**config.mk**
```make
export PLATFORM = sky130hd
export DESIGN_NAME = i2c_bit_level_controller
export DESIGN_NICKNAME = d
export VERILOG_FILES = /design/src/rtl/i2c_bit_pkg.sv /design/src/rtl/i2c_bit_level_controller.sv
export SDC_FILE = /design/constraint.sdc
export NUM_CORES = 1
export LEC_CHECK = 0
export BUFFER_PORTS_ARGS = -buffer_cell sky130_fd_sc_hd__buf_4
export CORE_MARGIN = 2
export CORE_UTILIZATION = 46
export DETAILED_ROUTE_END_ITERATION = 8
export PLACE_DENSITY = 0.76
export SLEW_MARGIN = 15
export SYNTH_ARGS = -nofsm -noshare
export SYNTH_HDL_FRONTEND = slang
export SYNTH_SLANG_ARGS = --single-unit
```
**constraint.sdc**
```tcl
create_clock -name clk_sys_i -period 2.4 [get_ports clk_sys_i]
set_clock_uncertainty 0.05 [all_clocks]
set_input_delay 0.48 -clock clk_sys_i [delete_from_list [all_inputs] [get_ports clk_sys_i]]
set_output_delay 0.48 -clock clk_sys_i [all_outputs]
set_load 0.005 [all_outputs]
```
**src/rtl/i2c_bit_pkg.sv**
```systemverilog
// Purpose: constants and types for the bit-level two-wire serial controller
// Assumes: 250 MHz system clock, AXI4-Lite register access, 12-bit byte address
// Notes: register index times four gives the byte address
// Contract
// - sample data line at each clock-line rise; show it in data bit 7
// - data register read returns zeros in the seven low bits
// - data register read clears bit-ready flag and transmit-active
// - data register write loads bit to send, clears bit-ready, sets transmit-active
// - attention reads one while any of the four event flags is one
// - with other flags set, clearing bit-ready alone keeps the clock held low
// - arbitration loss only while transmit-active; it clears transmit-active
// - sent one or repeated start but line sampled low at rise: arbitration lost
// - sent one but foreign start pulls data low: arbitration lost plus start seen
// - own repeated start beaten by foreign clock fall: arbitration lost
// - own stop blocked by foreign zero: arbitration lost
// - start and stop flags set only at master or non-idle slave
// - master set when master request is one and the bus is free
// - master cleared on arbitration loss, or stop sent with request cleared
// - transmit-active set by data write or send commands, cleared by read or command
// - data line pulled low only while transmit-active
// - ignore-bus bit makes slave deaf until next start
// - clear bits clear their flags; data access also clears bit-ready
// - clock line held low while any event flag is one
// - repeated start: release data in clock low, pull low after minimum high time
// - stop: pull data low in clock low, release after minimum high time
package i2c_bit_pkg;
  localparam int CLK_PERIOD_NS = 4;
  localparam int ADDR_W = 12;
  localparam int DATA_W = 32;
  localparam int CNT_W = 12;

  // register indices; byte address is index * 4
  localparam logic [9:0] IDX_CONFIG = 10'h0C8;
  localparam logic [9:0] IDX_CONTROL = 10'h0D8;
  localparam logic [9:0] IDX_DATA = 10'h0D9;

  // control register, read view
  localparam int CTL_RX_BIT = 7;
  localparam int CTL_ATTN = 6;
  localparam int CTL_READY = 5;
  localparam int CTL_ARL = 4;
  localparam int CTL_START = 3;
  localparam int CTL_STOP = 2;
  localparam int CTL_MASTER = 1;
  // control register, write view
  localparam int CTL_CLR_XA = 7;
  localparam int CTL_IDLE = 6;
  localparam int CTL_CLR_READY = 5;
  localparam int CTL_CLR_ARL = 4;
  localparam int CTL_CLR_START = 3;
  localparam int CTL_CLR_STOP = 2;
  localparam int CTL_SEND_RSTART = 1;
  localparam int CTL_SEND_STOP = 0;
  // config register and data register
  localparam int CFG_SLAVE_EN = 7;
  localparam int CFG_MASTER_REQ = 6;
  localparam int DATA_BIT = 7;

  // reset values
  localparam logic RX_BIT_RESET = 1'b1;
  localparam logic [1:0] CFG_RESET = 2'h0;

  // bus timing, figures in ns
  localparam int T_MIN_NS = 4000;
  localparam int T_LOW_NS = 4700;
  localparam int T_HIGH_NS = 4000;
  localparam logic [CNT_W-1:0] T_MIN_CYC = CNT_W'((T_MIN_NS + CLK_PERIOD_NS - 1) / CLK_PERIOD_NS);
  localparam logic [CNT_W-1:0] T_LOW_CYC = CNT_W'((T_LOW_NS + CLK_PERIOD_NS - 1) / CLK_PERIOD_NS);
  localparam logic [CNT_W-1:0] T_HIGH_CYC = CNT_W'((T_HIGH_NS + CLK_PERIOD_NS - 1) / CLK_PERIOD_NS);

  localparam logic [1:0] RESP_OKAY = 2'h0;
  localparam logic [1:0] RESP_SLVERR = 2'h2;

  typedef struct packed {
    logic ready;
    logic arbitration_lost_flag;
    logic start;
    logic stop;
  } flags_t;

  typedef enum logic [1:0] {
    SEL_NONE = 2'h0,
    SEL_DATA = 2'h1,
    SEL_CTRL = 2'h2,
    SEL_CFG = 2'h3
  } reg_sel_t;

  typedef enum logic [2:0] {
    M_IDLE = 3'h0,
    M_START = 3'h1,
    M_LOW = 3'h2,
    M_HIGH = 3'h3,
    M_HOLD = 3'h4
  } mstate_t;

  // word-aligned decode of a byte address
  function automatic reg_sel_t decode_sel(input logic [ADDR_W-1:0] a);
    reg_sel_t s;
    s = SEL_NONE;
    if (a[1:0] == 2'h0) begin
      if (a[ADDR_W-1:2] == IDX_DATA) s = SEL_DATA;
      else if (a[ADDR_W-1:2] == IDX_CONTROL) s = SEL_CTRL;
      else if (a[ADDR_W-1:2] == IDX_CONFIG) s = SEL_CFG;
    end
    return s;
  endfunction
endpackage

```
**src/rtl/i2c_bit_level_controller.sv**
```systemverilog
// Purpose: bit-at-a-time two-wire bus controller behind an AXI4-Lite slave
// Assumes: open-drain pins split into in/out/enable; enable high pulls the line low
// Notes: software paces every bit; the clock line is stretched while any flag is up
//
// Our own choice: register access over AXI4-Lite.
module i2c_bit_level_controller
  import i2c_bit_pkg::*;
(
  input wire logic clk_sys_i,
  input wire logic rst_n_i,
  input wire logic [ADDR_W-1:0] s_axi_awaddr_i,
  input wire logic s_axi_awvalid_i,
  output logic s_axi_awready_o,
  input wire logic [DATA_W-1:0] s_axi_wdata_i,
  input wire logic [3:0] s_axi_wstrb_i,
  input wire logic s_axi_wvalid_i,
  output logic s_axi_wready_o,
  output logic [1:0] s_axi_bresp_o,
  output logic s_axi_bvalid_o,
  input wire logic s_axi_bready_i,
  input wire logic [ADDR_W-1:0] s_axi_araddr_i,
  input wire logic s_axi_arvalid_i,
  output logic s_axi_arready_o,
  output logic [DATA_W-1:0] s_axi_rdata_o,
  output logic [1:0] s_axi_rresp_o,
  output logic s_axi_rvalid_o,
  input wire logic s_axi_rready_i,
  input wire logic scl_i,
  output logic scl_o,
  output logic scl_oe_o,
  input wire logic sda_i,
  output logic sda_o,
  output logic sda_oe_o
);

  logic aw_full_reg;
  logic w_full_reg;
  logic [ADDR_W-1:0] aw_addr_reg;
  logic [7:0] w_byte_reg;
  logic w_lane_reg;
  logic wr_en;
  logic rd_en;
  reg_sel_t wr_sel;
  reg_sel_t rd_sel;
  logic [7:0] rd_byte;

  logic [1:0] scl_sync_reg;
  logic [1:0] sda_sync_reg;
  logic scl_d_reg;
  logic sda_d_reg;
  logic scl_s;
  logic sda_s;
  logic scl_rise;
  logic scl_fall;
  logic start_det;
  logic stop_det;

  flags_t flags_reg;
  flags_t flags_set;
  flags_t flags_clr;
  logic attention;
  logic rx_bit_reg;
  logic tx_bit_reg;
  logic xmit_active_reg;
  logic rstart_pend_reg;
  logic stop_pend_reg;
  logic master_reg;
  logic bus_busy_reg;
  logic slave_idle_reg;
  logic slave_en_reg;
  logic master_req_reg;
  logic idle_slave;
  logic ctl_wr;
  logic data_wr;
  logic data_rd;
  logic cfg_wr;

  mstate_t m_state_reg;
  mstate_t m_state_next;
  logic [CNT_W-1:0] cnt_reg;
  logic [CNT_W-1:0] cnt_next;
  logic sda_pull_reg;
  logic scl_pull_reg;
  logic drive_rstart;
  logic drive_stop;

  // write address and data are latched independently, in either order
  always_ff @(posedge clk_sys_i) begin
    if (!rst_n_i) begin
      aw_full_reg <= 1'b0;
      aw_addr_reg <= '0;
    end else if (s_axi_awvalid_i && s_axi_awready_o) begin
      aw_full_reg <= 1'b1;
      aw_addr_reg <= s_axi_awaddr_i;
    end else if (wr_en) begin
      aw_full_reg <= 1'b0;
    end
  end

  always_ff @(posedge clk_sys_i) begin
    if (!rst_n_i) begin
      w_full_reg <= 1'b0;
      w_byte_reg <= 8'h00;
      w_lane_reg <= 1'b0;
    end else if (s_axi_wvalid_i && s_axi_wready_o) begin
      w_full_reg <= 1'b1;
      w_byte_reg <= s_axi_wdata_i[7:0];
      w_lane_reg <= s_axi_wstrb_i[0];
    end else if (wr_en) begin
      w_full_reg <= 1'b0;
    end
  end

  // ready drops while a word is held or a response is pending
  always_ff @(posedge clk_sys_i) begin
    if (!rst_n_i) begin
      s_axi_awready_o <= 1'b0;
      s_axi_wready_o <= 1'b0;
    end else begin
      if (s_axi_awvalid_i && s_axi_awready_o) s_axi_awready_o <= 1'b0;
      else if (!aw_full_reg && !s_axi_bvalid_o) s_axi_awready_o <= 1'b1;
      if (s_axi_wvalid_i && s_axi_wready_o) s_axi_wready_o <= 1'b0;
      else if (!w_full_reg && !s_axi_bvalid_o) s_axi_wready_o <= 1'b1;
    end
  end

  assign wr_en = aw_full_reg && w_full_reg && !s_axi_bvalid_o;
  assign wr_sel = decode_sel(aw_addr_reg);

  // write response; unmapped addresses answer with a slave error
  always_ff @(posedge clk_sys_i) begin
    if (!rst_n_i) begin
      s_axi_bvalid_o <= 1'b0;
      s_axi_bresp_o <= RESP_OKAY;
    end else if (wr_en) begin
      s_axi_bvalid_o <= 1'b1;
      s_axi_bresp_o <= (wr_sel == SEL_NONE) ? RESP_SLVERR : RESP_OKAY;
    end else if (s_axi_bready_i) begin
      s_axi_bvalid_o <= 1'b0;
    end
  end

  // a byte lane 0 strobe is needed, the registers are eight bits wide
  assign ctl_wr = wr_en && w_lane_reg && (wr_sel == SEL_CTRL);
  assign data_wr = wr_en && w_lane_reg && (wr_sel == SEL_DATA);
  assign cfg_wr = wr_en && w_lane_reg && (wr_sel == SEL_CFG);

  // read channel, one outstanding read
  assign rd_en = s_axi_arvalid_i && s_axi_arready_o;
  assign rd_sel = decode_sel(s_axi_araddr_i);
  assign data_rd = rd_en && (rd_sel == SEL_DATA);

  always_comb begin
    rd_byte = 8'h00;
    unique case (rd_sel)
      SEL_DATA: rd_byte[DATA_BIT] = rx_bit_reg;
      SEL_CTRL: begin
        rd_byte[CTL_RX_BIT] = rx_bit_reg;
        rd_byte[CTL_ATTN] = attention;
        rd_byte[CTL_READY] = flags_reg.ready;
        rd_byte[CTL_ARL] = flags_reg.arbitration_lost_flag;
        rd_byte[CTL_START] = flags_reg.start;
        rd_byte[CTL_STOP] = flags_reg.stop;
        rd_byte[CTL_MASTER] = master_reg;
      end
      SEL_CFG: begin
        rd_byte[CFG_SLAVE_EN] = slave_en_reg;
        rd_byte[CFG_MASTER_REQ] = master_req_reg;
      end
      SEL_NONE: rd_byte = 8'h00;
    endcase
  end

  always_ff @(posedge clk_sys_i) begin
    if (!rst_n_i) begin
      s_axi_arready_o <= 1'b0;
      s_axi_rvalid_o <= 1'b0;
      s_axi_rdata_o <= '0;
      s_axi_rresp_o <= RESP_OKAY;
    end else if (rd_en) begin
      s_axi_arready_o <= 1'b0;
      s_axi_rvalid_o <= 1'b1;
      s_axi_rdata_o <= {24'h000000, rd_byte};
      s_axi_rresp_o <= (rd_sel == SEL_NONE) ? RESP_SLVERR : RESP_OKAY;
    end else if (s_axi_rvalid_o) begin
      if (s_axi_rready_i) s_axi_rvalid_o <= 1'b0;
    end else begin
      s_axi_arready_o <= 1'b1;
    end
  end

  // config bits steer master request and slave enable
  always_ff @(posedge clk_sys_i) begin
    if (!rst_n_i) begin
      {slave_en_reg, master_req_reg} <= CFG_RESET;
    end else if (cfg_wr) begin
      slave_en_reg <= w_byte_reg[CFG_SLAVE_EN];
      master_req_reg <= w_byte_reg[CFG_MASTER_REQ];
    end
  end

  // two-stage synchronisers, then one more stage for edge detection
  always_ff @(posedge clk_sys_i) begin
    if (!rst_n_i) begin
      scl_sync_reg <= 2'h3;
      sda_sync_reg <= 2'h3;
      scl_d_reg <= 1'b1;
      sda_d_reg <= 1'b1;
    end else begin
      scl_sync_reg <= {scl_sync_reg[0], scl_i};
      sda_sync_reg <= {sda_sync_reg[0], sda_i};
      scl_d_reg <= scl_sync_reg[1];
      sda_d_reg <= sda_sync_reg[1];
    end
  end

  assign scl_s = scl_sync_reg[1];
  assign sda_s = sda_sync_reg[1];
  assign scl_rise = scl_s && !scl_d_reg;
  assign scl_fall = !scl_s && scl_d_reg;
  assign start_det = !sda_s && sda_d_reg && scl_s && scl_d_reg;
  assign stop_det = sda_s && !sda_d_reg && scl_s && scl_d_reg;

  // a slave told to idle, or not enabled, keeps quiet unless master
  assign idle_slave = !master_reg && (slave_idle_reg || !slave_en_reg);
  assign attention = flags_reg.ready || flags_reg.arbitration_lost_flag || flags_reg.start || flags_reg.stop;

  // received bit captured on every clock-line rise
  always_ff @(posedge clk_sys_i) begin
    if (!rst_n_i) rx_bit_reg <= RX_BIT_RESET;
    else if (scl_rise) rx_bit_reg <= sda_s;
  end

  // flag set and clear terms
  always_comb begin
    flags_set.ready = scl_rise && !idle_slave;
    flags_set.arbitration_lost_flag = xmit_active_reg && (
      (scl_rise && tx_bit_reg && !sda_s) ||
      (start_det && tx_bit_reg && !sda_pull_reg) ||
      (scl_fall && master_reg && rstart_pend_reg) ||
      (scl_fall && master_reg && stop_pend_reg) ||
      (m_state_reg == M_HOLD && cnt_reg == '0 && stop_pend_reg));
    flags_set.start = start_det && !idle_slave;
    flags_set.stop = stop_det && !idle_slave;
    flags_clr.ready = (ctl_wr && w_byte_reg[CTL_CLR_READY]) || data_wr || data_rd;
    flags_clr.arbitration_lost_flag = ctl_wr && w_byte_reg[CTL_CLR_ARL];
    flags_clr.start = ctl_wr && w_byte_reg[CTL_CLR_START];
    flags_clr.stop = ctl_wr && w_byte_reg[CTL_CLR_STOP];
  end

  // hardware set wins over a clear in the same cycle
  always_ff @(posedge clk_sys_i) begin
    if (!rst_n_i) flags_reg <= '0;
    else flags_reg <= flags_set | (flags_reg & ~flags_clr);
  end

  // transmit-active, bit to send and pending conditions
  always_ff @(posedge clk_sys_i) begin
    if (!rst_n_i) begin
      xmit_active_reg <= 1'b0;
      tx_bit_reg <= 1'b1;
      rstart_pend_reg <= 1'b0;
      stop_pend_reg <= 1'b0;
    end else begin
      if (data_rd) xmit_active_reg <= 1'b0;
      if (ctl_wr && w_byte_reg[CTL_CLR_XA]) xmit_active_reg <= 1'b0;
      if (data_wr) begin
        tx_bit_reg <= w_byte_reg[DATA_BIT];
        xmit_active_reg <= 1'b1;
      end
      if (ctl_wr && w_byte_reg[CTL_SEND_RSTART]) begin
        tx_bit_reg <= 1'b1;
        xmit_active_reg <= 1'b1;
        rstart_pend_reg <= 1'b1;
      end
      if (ctl_wr && w_byte_reg[CTL_SEND_STOP]) begin
        tx_bit_reg <= 1'b0;
        xmit_active_reg <= 1'b1;
        stop_pend_reg <= 1'b1;
      end
      // pending ends when the condition is seen on the bus
      if (start_det) rstart_pend_reg <= 1'b0;
      if (stop_det) stop_pend_reg <= 1'b0;
      if (flags_set.arbitration_lost_flag) begin
        xmit_active_reg <= 1'b0;
        rstart_pend_reg <= 1'b0;
        stop_pend_reg <= 1'b0;
      end
    end
  end

  // bus busy between a start and a stop; ignore-bus until next start
  always_ff @(posedge clk_sys_i) begin
    if (!rst_n_i) begin
      bus_busy_reg <= 1'b0;
      slave_idle_reg <= 1'b0;
    end else begin
      if (start_det) bus_busy_reg <= 1'b1;
      else if (stop_det) bus_busy_reg <= 1'b0;
      if (start_det) slave_idle_reg <= 1'b0;
      else if (ctl_wr && w_byte_reg[CTL_IDLE]) slave_idle_reg <= 1'b1;
    end
  end

  // mastership follows request and a free bus
  always_ff @(posedge clk_sys_i) begin
    if (!rst_n_i) master_reg <= 1'b0;
    else if (flags_set.arbitration_lost_flag) master_reg <= 1'b0;
    else if (stop_det && stop_pend_reg && !master_req_reg) master_reg <= 1'b0;
    else if (master_req_reg && !bus_busy_reg && !start_det) master_reg <= 1'b1;
  end

  // master clock generator; other masters may stretch or shorten the high time
  always_comb begin
    m_state_next = m_state_reg;
    cnt_next = (cnt_reg != '0) ? cnt_reg - CNT_W'(1) : cnt_reg;
    unique case (m_state_reg)
      M_IDLE: begin
        // initial start is produced here, not by a command
        if (master_reg && !bus_busy_reg && xmit_active_reg && scl_s) begin
          m_state_next = M_START;
          cnt_next = T_MIN_CYC;
        end
      end
      M_START: if (cnt_reg == '0) begin
        m_state_next = M_LOW;
        cnt_next = T_LOW_CYC;
      end
      M_LOW: begin
        // release only once every flag is cleared
        if (cnt_reg == '0 && !attention) begin
          m_state_next = M_HIGH;
          cnt_next = T_HIGH_CYC;
        end
      end
      M_HIGH: begin
        if (!scl_s) cnt_next = T_HIGH_CYC;
        if (scl_fall) begin
          m_state_next = M_LOW;
          cnt_next = T_LOW_CYC;
        end else if (scl_s && cnt_reg == '0) begin
          if (rstart_pend_reg || stop_pend_reg) begin
            m_state_next = M_HOLD;
            cnt_next = T_MIN_CYC;
          end else begin
            m_state_next = M_LOW;
            cnt_next = T_LOW_CYC;
          end
        end
      end
      M_HOLD: if (cnt_reg == '0) begin
        m_state_next = (stop_pend_reg || !bus_busy_reg) ? M_IDLE : M_LOW;
        cnt_next = T_LOW_CYC;
      end
      default: m_state_next = M_IDLE;
    endcase
    if (!master_reg || flags_set.arbitration_lost_flag) m_state_next = M_IDLE;
  end

  always_ff @(posedge clk_sys_i) begin
    if (!rst_n_i) begin
      m_state_reg <= M_IDLE;
      cnt_reg <= '0;
    end else begin
      m_state_reg <= m_state_next;
      cnt_reg <= cnt_next;
    end
  end

  // the data-line change of a repeated start or stop falls on the end of the high time
  assign drive_rstart = m_state_reg == M_HIGH && scl_s && cnt_reg == '0 && rstart_pend_reg;
  assign drive_stop = m_state_reg == M_HIGH && scl_s && cnt_reg == '0 && stop_pend_reg;

  // data line drive; changes in clock low, at start and stop edges, and released whenever transmit-active drops
  always_ff @(posedge clk_sys_i) begin
    if (!rst_n_i) sda_pull_reg <= 1'b0;
    else if (!xmit_active_reg || flags_set.arbitration_lost_flag) sda_pull_reg <= 1'b0;
    else if (m_state_reg == M_START) sda_pull_reg <= 1'b1;
    else if (drive_rstart) sda_pull_reg <= 1'b1;
    else if (drive_stop) sda_pull_reg <= 1'b0;
    else if (!scl_s) sda_pull_reg <= !tx_bit_reg;
  end

  // clock line held low by the generator or by any pending flag
  always_ff @(posedge clk_sys_i) begin
    if (!rst_n_i) scl_pull_reg <= 1'b0;
    else scl_pull_reg <= (m_state_next == M_LOW) || (attention && !scl_s);
  end

  // open-drain pins: level is always zero, enable pulls the line
  always_ff @(posedge clk_sys_i) begin
    if (!rst_n_i) begin
      scl_o <= 1'b0;
      sda_o <= 1'b0;
    end else begin
      scl_o <= 1'b0;
      sda_o <= 1'b0;
    end
  end

  assign scl_oe_o = scl_pull_reg;
  assign sda_oe_o = sda_pull_reg;

endmodule

```
; ---- Word level (Yosys, flattened, before mapping)
; Index checks and enable logic that the tools add are counted.
[op_classes]
n_addsub = 1
n_eq_ne = 18
muxes = 54
bitwise_logic = 4
reduce_logical = 112
[op_table]
columns = operator, count
row1 = 2-to-1 mux 12 bit, 7
row2 = "== test 10 x 8 -> 1 bit, second input constant", 6
row3 = logical AND 1 bit, 56
row4 = case mux 12 bit (4 select lines), 1
row5 = 2-to-1 mux 3 bit, 8
row6 = 2-to-1 mux 1 bit, 22
row7 = 2-to-1 mux 2 bit, 11
row8 = logical NOT 1 bit, 17
row9 = OR reduction 2 bit, 8
row10 = logical OR 1 bit, 15
row11 = case mux 3 bit (5 select lines), 1
row12 = logical NOT 12 bit, 1
row13 = nonzero test 12 bit, 1
row14 = "subtractor 12 x 1 -> 12 bit, second input constant", 1
row15 = 2-to-1 mux 11 bit, 1
row16 = "== test 3 x 2 -> 1 bit, second input constant", 3
row17 = OR reduction 3 bit, 3
row18 = "== test 2 bit, second input constant", 4
row19 = logical NOT 2 bit, 4
row20 = nonzero test 2 bit, 4
row21 = 2-to-1 mux 5 bit, 1
row22 = nonzero test 5 bit, 1
row23 = bitwise AND 4 bit, 1
row24 = "== test 2 x 1 -> 1 bit, second input constant", 2
row25 = 10 further kinds, 10
[word_totals]
reg_bits = 76
inputBits = 69
out_inout_bits = 45
wordCells = 224

; ---- Depth between registers and ports, before layout
; Gate-level depths: netlist of the first run.
[depth]
depth_word = 15
ltp_mapped = 11
mapped_depth_nobuf = 9

; ---- Worst setup path after synthesis of the first run
; No wires, ideal clock.
[synth_path]
kind = input port to flip-flop
start = input port s_axi_araddr_i[3]
end = register s_axi_rdata_o[7]
setup_time_ns = 0.132
arrival_ns = 2.274
required_ns = 2.218
slack_ns = -0.056
stages = 7
n_path_buf = 0
path_cell_list = or4b_2 > nor3_1 > nand4_1 > or2_2 > ha_1 > a311oi_1 > nor3_1
[synth_via]
elab_chain_len = 8
elab_cells_between_ends = 13
cone_classes = eq/ne: 6 / mux: 5 / reduce/logical: 2
[synth_lines]
columns = element, line_no
row1 = from (decl), i2c_bit_level_controller.sv:21  ; input wire logic [ADDR_W-1:0] s_axi_araddr_i,
row2 = == test 10 x 8 -> 1 bit, i2c_bit_pkg.sv:103  ; else if (a[ADDR_W-1:2] == IDX_CONFIG) s = SEL_CFG;
row3 = 2-to-1 mux 2 bit, i2c_bit_pkg.sv:103
row4 = 2-to-1 mux 2 bit, i2c_bit_pkg.sv:102  ; else if (a[ADDR_W-1:2] == IDX_CONTROL) s = SEL_CTRL;
row5 = 2-to-1 mux 2 bit (*), i2c_bit_pkg.sv:101  ; if (a[ADDR_W-1:2] == IDX_DATA) s = SEL_DATA;
row6 = 2-to-1 mux 2 bit (*), i2c_bit_pkg.sv:100  ; if (a[1:0] == 2'h0) begin
row7 = == test 2 x 1 -> 1 bit or == test 2 bit (tied branches), i2c_bit_level_controller.sv:155  ; unique case (rd_sel)
row8 = OR reduction 2 bit (no line), -
row9 = case mux 1 bit (3 select lines) (*), i2c_bit_level_controller.sv:155
row10 = to (signal assigned), i2c_bit_level_controller.sv:183  ; s_axi_rdata_o <= {24'h000000, rd_byte};
row11 = to (decl), i2c_bit_level_controller.sv:24  ; output logic [DATA_W-1:0] s_axi_rdata_o,
; Every way passes the cells marked *; elsewhere a longest branch is shown, timed or not.
; A chain may end at the register's enable or synchronous reset.

; ---- Final worst setup path of the first run
[layout_path]
start = register cnt_reg[0]
end = register m_state_reg[2]
[layout_via]
elab_chain_len = 7
elab_cells_between_ends = 15
cone_classes = mux: 7 / reduce/logical: 8
[layout_lines]
columns = element, line_no
row1 = from (decl), i2c_bit_level_controller.sv:80  ; logic [CNT_W-1:0] cnt_reg;
row2 = from (signal assigned), i2c_bit_level_controller.sv:366  ; cnt_reg <= cnt_next;
row3 = logical NOT 12 bit (*), -
row4 = "parallel branches: the longest is 5 deep, another holds case mux 3 bit (5 select lines)", -
row5 = 2-to-1 mux 3 bit (*), i2c_bit_level_controller.sv:357  ; if (!master_reg || flags_set.arbitration_lost_flag) m_state_next = M_IDLE;
row6 = to (signal assigned), i2c_bit_level_controller.sv:365  ; m_state_reg <= m_state_next;
row7 = to (decl), i2c_bit_level_controller.sv:78  ; mstate_t m_state_reg;
; Mark *: on every way between the ends.

==> flow_summary.toml, run 1 <==
[status]
status = "finished clean"

[drt]
routed_wl_mm = 8.40
drt-initial-drc-count = 200
first_pass_iters = 5
via_count = 3354
avgViaCountPerCell = 5.34
drc = 0
ant_nets = 0
wl_per_cell_um = 13.4

[worst_setup_path]
critPathTopFamily = "simple AND/OR/NAND/NOR gates"
critPathMaxStageDelay_ns = 0.53
crit_chain = "inv_1 -> ha_1 -> nor4b_4 -> and4b_1 -> inv_4 -> or4_4 -> a21boi_2 -> nor4_1"
crit_path_end_kind = "flip-flop"
cp_slowest_cell = "or4_4"
path_class = "reg -> reg"
critPathArrivalTime_ns = 2.44
cp-start-kind = "flip-flop"
cp_max_fo = 6
crit_buf_inv = 2
worstPathRequired_ns = 2.57

[clocking]
clock-sinks = 74
clk_pin_slew_ns = 0.07
cts_setup_buffers = 0
cts-root-buf = "clkbuf_8"
cts-buffers-inserted = 9
clk_latency_ns = 0.36
hold_buffers = 0
clock_path_buffers = 2
h-tree-depth = 3
tritoncts = "yes"

[logic_synthesis]
async_flop_share_pct = 0
syn_avg_cell_area_um2 = 8.04
synth_flop_cell = "dfxtp_1"
yosysWarnings = 0
synth-seq-area-share_pct = 40.2
synth_seq_cells = 74
syn_inst = 458
synth_edf_count = 0
synth.distinct_cells = 56
synth_area_mm2 = 0.00368

[floorplan]
io_pins = 114
die_w_um = 93.5
dieArea_mm2 = 0.00873
rows = 32
core_mm2 = 0.00773
initial_core_util_pct = 47.6
die_h_um = 93.5

[final_layout]
num_antenna_cells = 0
fin_area_mm2 = 0.00437
area_growth_syn_to_layout_pct = 18.6
layout_commonest_cell = "dfxtp_1"
final_cell_mix = "74 x dfxtp_1, 72 x buf_4, 69 x nand2_1"
layout-drive-gt1-share_pct = 19.2
seq_area_mm2 = 0.00148
fillCellCount = 710
multi_input_area_mm2 = 0.00196
num-nets-final = 598

[hold_path]
hold_class = "in -> reg"

[global_routing]
antenna_found_initial = 0
first_global_vias = 3076
grt_usage_pct = 20.0
grt_overflow = 0
grt_pass1_wl_mm = 14.0
grt_max_degree = 26

[sta]
final.setup.tns_ns = 0
hold_violations = 0
max_freq_ghz = 0.442
layout_min_cycle_time_ns = 2.26
setup_viol = 0
worst_pin_slew_ns = 0.521
fin_crit_sh_pct = 94.4
slew_violations = 0
relSlewSlack_pct = 64.8

[power]
power.density_mw_per_mm2 = 715
p_leak_uw = 0.00178
ir_drop_mv = 0.345

[placement]
dp_hpwl_mm = 6.15
port_buffers = 57
place_area_mm2 = 0.00416
gp_congestion = 0.861

[job]
drv_cap = 0
-- stage by stage --
stage | std cells | worst slack (ns) | hold WS (ns) | total power (µW) | util, %
2_1_floorplan | 486 | -0.0255 | 0.336 | 2020 | -
3_3_place_gp | 612 | -0.184 | 0.341 | 2200 | 53.8
3_5_place_dp | 612 | -0.203 | 0.347 | 2240 | 53.8
4_1_cts | 627 | 0.0141 | 0.264 | 3110 | 56.1
5_1_grt | 628 | -0.00518 | 0.250 | 3310 | 56.5
6_report | 628 | 0.135 | 0.268 | 3120 | 56.5
-- metal layers --
metal | up-vias | global-route usage (%) | share of wire, %
met5 | - | 0 | 0
met2 | 116 | 32.9 | 49
met1 | 1555 | 24.3 | 44
li1 | 1676 | - | -
met3 | 7 | 7.01 | 6.4
met4 | 0 | 6.99 | 1.0
-- worst paths after layout --
path	start	to	slack [ns]	cells past startpoint
worst max register to register	cnt_reg[0]	m_state_reg[2]	0.14	8
worst max-delay path	cnt_reg[0]	m_state_reg[2]	0.14	8
worst min-delay path	sda_i	sda_sync_reg[0]	0.27	2
worst min register to register	sda_sync_reg[0]	sda_sync_reg[1]	0.36	1
-- where the power goes --
group / switching (µW) / leakage [µW] / internal [µW]
Sequential: 92.9 / 0.000604 / 1320
Clock: 453 / 0.0000916 / 426
Combinational: 439 / 0.00109 / 385
-- area by class of cell --
cell class,instances,share of cell area [%]
multi-input cells,345,44.9
flip-flops and latches,74,33.9
repair buffers,72,12.4
clock buffers,11,3.47
well taps,102,2.92
inverters,20,1.78
clock inverters,4,0.602
-- cells by family after synthesis --
| kind of cell | count (synthesis) | synth area share [%] |
|---|---|---|
| xor+xnor | 6 | 1.43 |
| buf+inv | 68 | 10.2 |
| flops | 74 | 40.2 |
| mux | 5 | 1.36 |
| fa+ha+maj | 7 | 2.38 |
| compound gates | 110 | 18.6 |
| other cells | 1 | 0.102 |
| simple gates | 187 | 25.7 |
-- cell usage after synthesis (all sizes together), types with 5 or more instances --
cell / count / share of area, %
or4: 6 / 1.3
nor4: 7 / 1.2
clkbuf: 18 / 1.8
buf: 30 / 6.2
o21ai: 16 / 2.2
nor3: 21 / 2.9
nand3: 11 / 1.5
nor2: 25 / 2.5
a21oi: 52 / 7.1
nor2b: 7 / 1.2
mux2i: 5 / 1.4
ha: 7 / 2.4
inv: 20 / 2.1
nand2b: 17 / 2.9
and2: 5 / 0.85
nand2: 69 / 7.0
dfxtp: 74 / 40
o31ai: 6 / 1.2
-- worst reg2reg max path, cell delays in order (launching register included) --
cell      delay [ns]
dfxtp_1         0.31
inv_1           0.07
ha_1            0.17
nor4b_4         0.25
and4b_1         0.32
inv_4           0.07
or4_4           0.53
a21boi_2        0.26
nor4_1          0.08
-- what timing repair did --
action | 4_1_cts | 5_1_grt
endpoints found under the hold margin | 0 | 0
gates resized for setup | 0 | 3
endpoints found under the setup margin | 0 | 12
Note: power is estimated with default switching activity, not from simulation.
==> run 2: changes to the inputs <==
--- a/config.mk
+++ b/config.mk
@@ -7,9 +7,10 @@
 export LEC_CHECK = 0
 export BUFFER_PORTS_ARGS = -buffer_cell sky130_fd_sc_hd__buf_4
 export CORE_MARGIN = 2
-export CORE_UTILIZATION = 46
+export CORE_UTILIZATION = 53
 export DETAILED_ROUTE_END_ITERATION = 8
-export PLACE_DENSITY = 0.76
+export PLACE_DENSITY_LB_ADDON = 0.3
+export SKIP_LAST_GASP = 1
 export SLEW_MARGIN = 15
 export SYNTH_ARGS = -nofsm -noshare
 export SYNTH_HDL_FRONTEND = slang
==> constraint.sdc (replaced) <==
create_clock -name clk_sys_i -period 2.7 [get_ports clk_sys_i]
set_clock_uncertainty 0.05 [all_clocks]
set_input_delay 0.54 -clock clk_sys_i [delete_from_list [all_inputs] [get_ports clk_sys_i]]
set_output_delay 0.54 -clock clk_sys_i [all_outputs]
set_load 0.005 [all_outputs]
==> run 2 against run 1 <==
  * Sequential power fell by 11%
  * Total power down 10%
  * Critical endpoint is now s_axi_rdata_o[7]
  * Clock-buffer cell count shrank 1
  * Sequential cell count is the same
==> flow_summary.toml, run 2 (synthesized netlist as in run 1, its figures left out) <==
[clocking]
clock-sinks = 74
clk_latency_ns = 0.35
clk_pin_slew_ns = 0.08
clock_path_buffers = 2
cts_setup_buffers = 0
hold_buffers = 0
cts-root-buf = "clkbuf_8"
tritoncts = "yes"
cts-buffers-inserted = 9
h-tree-depth = 3
cts_resized = 0

[global_routing]
grt_usage_pct = 22.2
grt_overflow = 0
grt_pass1_wl_mm = 13.5
first_global_vias = 2981
grt_max_degree = 30
antenna_found_initial = 0

[drt]
top_layer = "met4"
ant_nets = 0
avgViaCountPerCell = 5.50
wirelength_met1_mm = 3.71
routed_wl_mm = 8.24
wl_per_cell_um = 13.8
drc = 0
wl_met3_um = 500
first_pass_iters = 5
drt-initial-drc-count = 159
met2WireLength_mm = 3.89
via_count = 3291

[floorplan]
rows = 30
initial_core_util_pct = 54.5
core_mm2 = 0.00676
io_pins = 114
die_w_um = 87.3
die_h_um = 87.3
dieArea_mm2 = 0.00763

[worst_setup_path]
worst-r2r-cell-count = 8
r2r_start = "cnt_reg[0]"
r2r_setup_slack_ns = 0.34
rr_endpoint = "rstart_pend_reg"
critPathArrivalTime_ns = 2.56
cp-start-kind = "input pin"
path_class = "in -> reg"
worstPathRequired_ns = 2.87
crit_path_end_kind = "flip-flop"
cp_max_fo = 3

[sta]
relSlewSlack_pct = 57.9
worst_pin_slew_ns = 0.630
layout_min_cycle_time_ns = 2.40
setup_viol = 0
slew_violations = 0
fin_crit_sh_pct = 88.8
rsz0062_at_grt = "false"
max_freq_ghz = 0.417
hold_violations = 0

[power]
ir_drop_mv = 0.377
p_clk_share_pct = 30.6
p_leak_uw = 0.00174
switching_share_pct = 31.5
power_switching_uw = 883
power.density_mw_per_mm2 = 655
comb_power_share_pct = 24.5
p_seq_share_pct = 44.9
internal-power_uw = 1920

[hold_path]
hold_class = "in -> reg"
min-delay-start = "sda_i"
hold-path-endpoint = "sda_sync_reg[0]"
hold_depth = 2

[status]
status = "finished clean"

[final_layout]
stdcell_count = 598
final_cell_mix = "74 x dfxtp_1, 69 x nand2_1, 63 x buf_4"
area_growth_syn_to_layout_pct = 16.2
layout-drive-gt1-share_pct = 17.4
num_antenna_cells = 0
fin_area_mm2 = 0.00428
layout_commonest_cell = "dfxtp_1"
num-nets-final = 589

[placement]
gp_congestion = 0.829
dp.cells = 582
place_area_mm2 = 0.00408
port_buffers = 57
dp_hpwl_mm = 6.01

[job]
drv_cap = 0
==> run 2: worst max path at each step <==
| stage | startpoint | to | slack [ns] | cells after the start |
|---|---|---|---|---|
| CTS | s_axi_araddr_i[3] | s_axi_rdata_o[7] | 0.30 | 8 |
| finish | s_axi_araddr_i[3] | s_axi_rdata_o[7] | 0.30 | 8 |
| floorplan | s_axi_araddr_i[3] | s_axi_rdata_o[7] | 0.18 | 7 |
| detailed placement | s_axi_araddr_i[3] | s_axi_rdata_o[7] | -0.06 | 8 |
| global route | s_axi_araddr_i[3] | xmit_active_reg | 0.15 | 10 |
| global placement | s_axi_araddr_i[3] | s_axi_rdata_o[7] | -0.02 | 8 |
==> run 2: power by group through the flow <==
stage | combinational (µW) | clock [µW] | sequential (µW)
3_3_place_gp | 647 | 0 | 1280
3_5_place_dp | 672 | 0 | 1280
4_1_cts | 677 | 870 | 1260
5_1_grt | 760 | 924 | 1270
2_1_floorplan | 533 | 0 | 1270
6_report | 685 | 857 | 1260
==> run 2: layout make-up <==
class | count | area, µm²
inverter | 20 | 77.6
tap | 80 | 100
multi-input combinational | 344 | 1930
clock buffer | 10 | 128
timing repair buffer | 64 | 493
sequential | 74 | 1480
fill | 611 | 2480
clock inverter | 6 | 67.6
==> run 2: layer usage <==
layer,vias up,track usage (%)
met5,-,0
met4,0,7.83
met3,17,5.97
met2,115,34.6
met1,1501,29.4
li1,1658,-
==> run 2: through the flow <==
step / TNS [ns] / power [µW] / util (%) / setup WS, ns / hold slack (ns)
6_report: 0 / 2800 / 63.3 / 0.302 / 0.321
4_1_cts: 0 / 2800 / 63.3 / 0.298 / 0.317
5_1_grt: 0 / 2960 / 63.3 / 0.152 / 0.312
2_1_floorplan: 0 / 1800 / - / 0.184 / 0.336
3_5_place_dp: -0.0783 / 1950 / 60.4 / -0.0615 / 0.353
3_3_place_gp: -0.0231 / 1930 / 60.4 / -0.0231 / 0.346
==> run 2: critical path: stages <==
cell and delay (ns):
buf_4 0.10, or4b_2 0.66, nor3_1 0.16, nand4_1 0.13
or2_2 0.33, ha_1 0.30, a311oi_1 0.27, nor3_1 0.07
==> run 3: changes to the inputs <==
--- a/config.mk
+++ b/config.mk
@@ -6,8 +6,10 @@
 export NUM_CORES = 1
 export LEC_CHECK = 0
 export BUFFER_PORTS_ARGS = -buffer_cell sky130_fd_sc_hd__buf_4
+export CELL_PAD_IN_SITES_DETAIL_PLACEMENT = 2
+export CELL_PAD_IN_SITES_GLOBAL_PLACEMENT = 2
 export CORE_MARGIN = 2
-export CORE_UTILIZATION = 53
+export CORE_UTILIZATION = 31
 export DETAILED_ROUTE_END_ITERATION = 8
 export PLACE_DENSITY_LB_ADDON = 0.3
 export SKIP_LAST_GASP = 1
==> run 3 against run 2 <==
  * Non-clock buffer count increased by 6
  * Critical path type unchanged
  * Maximum frequency is 5.7% lower
  * Via count is 3.6% higher
  * Highest routed layer unchanged
  * Final cell count increased by 12%
  * Sequential cell count is the same
==> flow_summary.toml, run 3 (synthesized netlist as in run 1, its figures left out) <==
[status]
status = "finished clean"

[final_layout]
fillCellCount = 1352
layout-drive-gt1-share_pct = 18.3
layout_commonest_cell = "dfxtp_1"
seq_area_mm2 = 0.00148
num-nets-final = 595
final_cell_mix = "74 x dfxtp_1, 69 x nand2_1, 69 x buf_4"
multi_input_area_mm2 = 0.00194
area_growth_syn_to_layout_pct = 23.2
stdcell_count = 667
num_antenna_cells = 0

[floorplan]
io_pins = 114
initial_core_util_pct = 32.0
rows = 39
die_w_um = 113
core_mm2 = 0.0115
dieArea_mm2 = 0.0128
die_h_um = 113

[drt]
first_pass_iters = 4
via_count = 3411
avgViaCountPerCell = 5.11
ant_nets = 0
drc = 0
drt-initial-drc-count = 90
wl_per_cell_um = 17.2
routed_wl_mm = 11.5

[clocking]
tritoncts = "yes"
clock_path_buffers = 2
clk_latency_ns = 0.34
h-tree-depth = 3
cts-buffers-inserted = 9
clk_pin_slew_ns = 0.06
hold_buffers = 0
cts-root-buf = "clkbuf_16"
clock-sinks = 74

[placement]
port_buffers = 57
dp_hpwl_mm = 8.54
dp.cells = 651
gp_congestion = 0.795
place_ws_ns = -0.224

[hold_path]
min-delay-start = "sda_i"
hold-path-endpoint = "sda_sync_reg[0]"
hold_class = "in -> reg"
hold_depth = 2

[sta]
worst_pin_slew_ns = 0.638
setup_viol = 0
hold_violations = 0
slew_violations = 0
layout_min_cycle_time_ns = 2.54
relSlewSlack_pct = 56.9
setup_slack_ns = 0.156
fin_crit_sh_pct = 94.2
rsz0062_at_grt = "false"
max_freq_ghz = 0.393

[worst_setup_path]
path_class = "in -> reg"
r2r_setup_slack_ns = 0.24
cp_slowest_cell = "or4b_2"
crit_path_end_kind = "flip-flop"
cp-start-kind = "input pin"
critPathTopFamily = "simple AND/OR/NAND/NOR gates"
critPathMaxStageDelay_ns = 0.65
cpMostUsedCell = "nor3_1"
worst-r2r-cell-count = 9
crit_chain = "buf_4 -> or4b_2 -> nor3_1 -> nand4_1 -> or2_2 -> ha_1 -> a311oi_1 -> nor3_1"
rr_endpoint = "cnt_reg[8]"
crit_buf_inv = 1
r2r_start = "cnt_reg[0]"
critPathArrivalTime_ns = 2.70
worstPathRequired_ns = 2.85
crit_start = "s_axi_araddr_i[3]"
cp_max_fo = 3

[global_routing]
grt_overflow = 0
grt_max_degree = 30
antenna_found_initial = 0
grt_pass1_wl_mm = 19.0
first_global_vias = 3695
grt_usage_pct = 18.9

[job]
drv_cap = 0

[power]
power.density_mw_per_mm2 = 732
ir_drop_mv = 0.254
p_leak_uw = 0.00184
==> run 3: changes by cell type in the layout (fill, tap and decap cells not counted), moves of 2 or more <==
cell / change
buf_4: +6
clkbuf_8: -8
clkbuf_16: +9
clkinv_4: -2
==> run 3: timing repair <==
item,CTS,global route
endpoints found under the hold margin,0,0
setup buffers,0,0
gates resized for setup,0,1
endpoints found under the setup margin,0,1
==> run 3: stage by stage <==
| stage | total power, µW | hold slack, ns | cell area (µm²) | utilization, % | setup TNS, ns |
|---|---|---|---|---|---|
| final | 3320 | 0.328 | 4540 | 39.4 | 0 |
| after floorplan | 1800 | 0.336 | 3790 | - | 0 |
| after global placement | 1970 | 0.352 | 4210 | 36.5 | -0.239 |
| after detailed placement | 2020 | 0.350 | 4210 | 36.5 | -1.30 |
| after CTS | 3340 | 0.317 | 4530 | 39.3 | 0 |
| after global routing | 3510 | 0.326 | 4540 | 39.4 | 0 |
==> run 3: metal layers <==
layer | track usage [%] | routed length, µm
met4 | 7.24 | 190
met3 | 3.11 | 321
met2 | 34.8 | 6050
met1 | 22.0 | 4920
met5 | 0 | 0
==> run 3: cell type report <==
cell class / instances / share of cell area (%)
Multi-Input combinational cell: 344 / 42.8
Sequential cell: 74 / 32.7
Timing Repair Buffer: 70 / 11.9
Clock buffer: 11 / 5.35
Tap cell: 143 / 3.94
Clock inverter: 5 / 1.71
Inverter: 20 / 1.71
==> run 3: how the worst max path moves through the flow <==
| stage | endpoint | slack (ns) | cells after the start |
|---|---|---|---|
| 2_1_floorplan | s_axi_rdata_o[7] | 0.18 | 7 |
| 3_3_place_gp | s_axi_rdata_o[7] | -0.12 | 8 |
| 3_5_place_dp | s_axi_rdata_o[7] | -0.22 | 8 |
| 4_1_cts | s_axi_rdata_o[7] | 0.14 | 8 |
| 5_1_grt | m_state_reg[0] | 0.02 | 9 |
| 6_report | s_axi_rdata_o[7] | 0.16 | 8 |
==> run 3: power by group <==
part | internal [µW] | total [µW] | switching [µW]
combinational | 329 | 741 | 412
sequential | 1180 | 1270 | 92.3
clock | 831 | 1310 | 475
total | 2340 | 3320 | 979
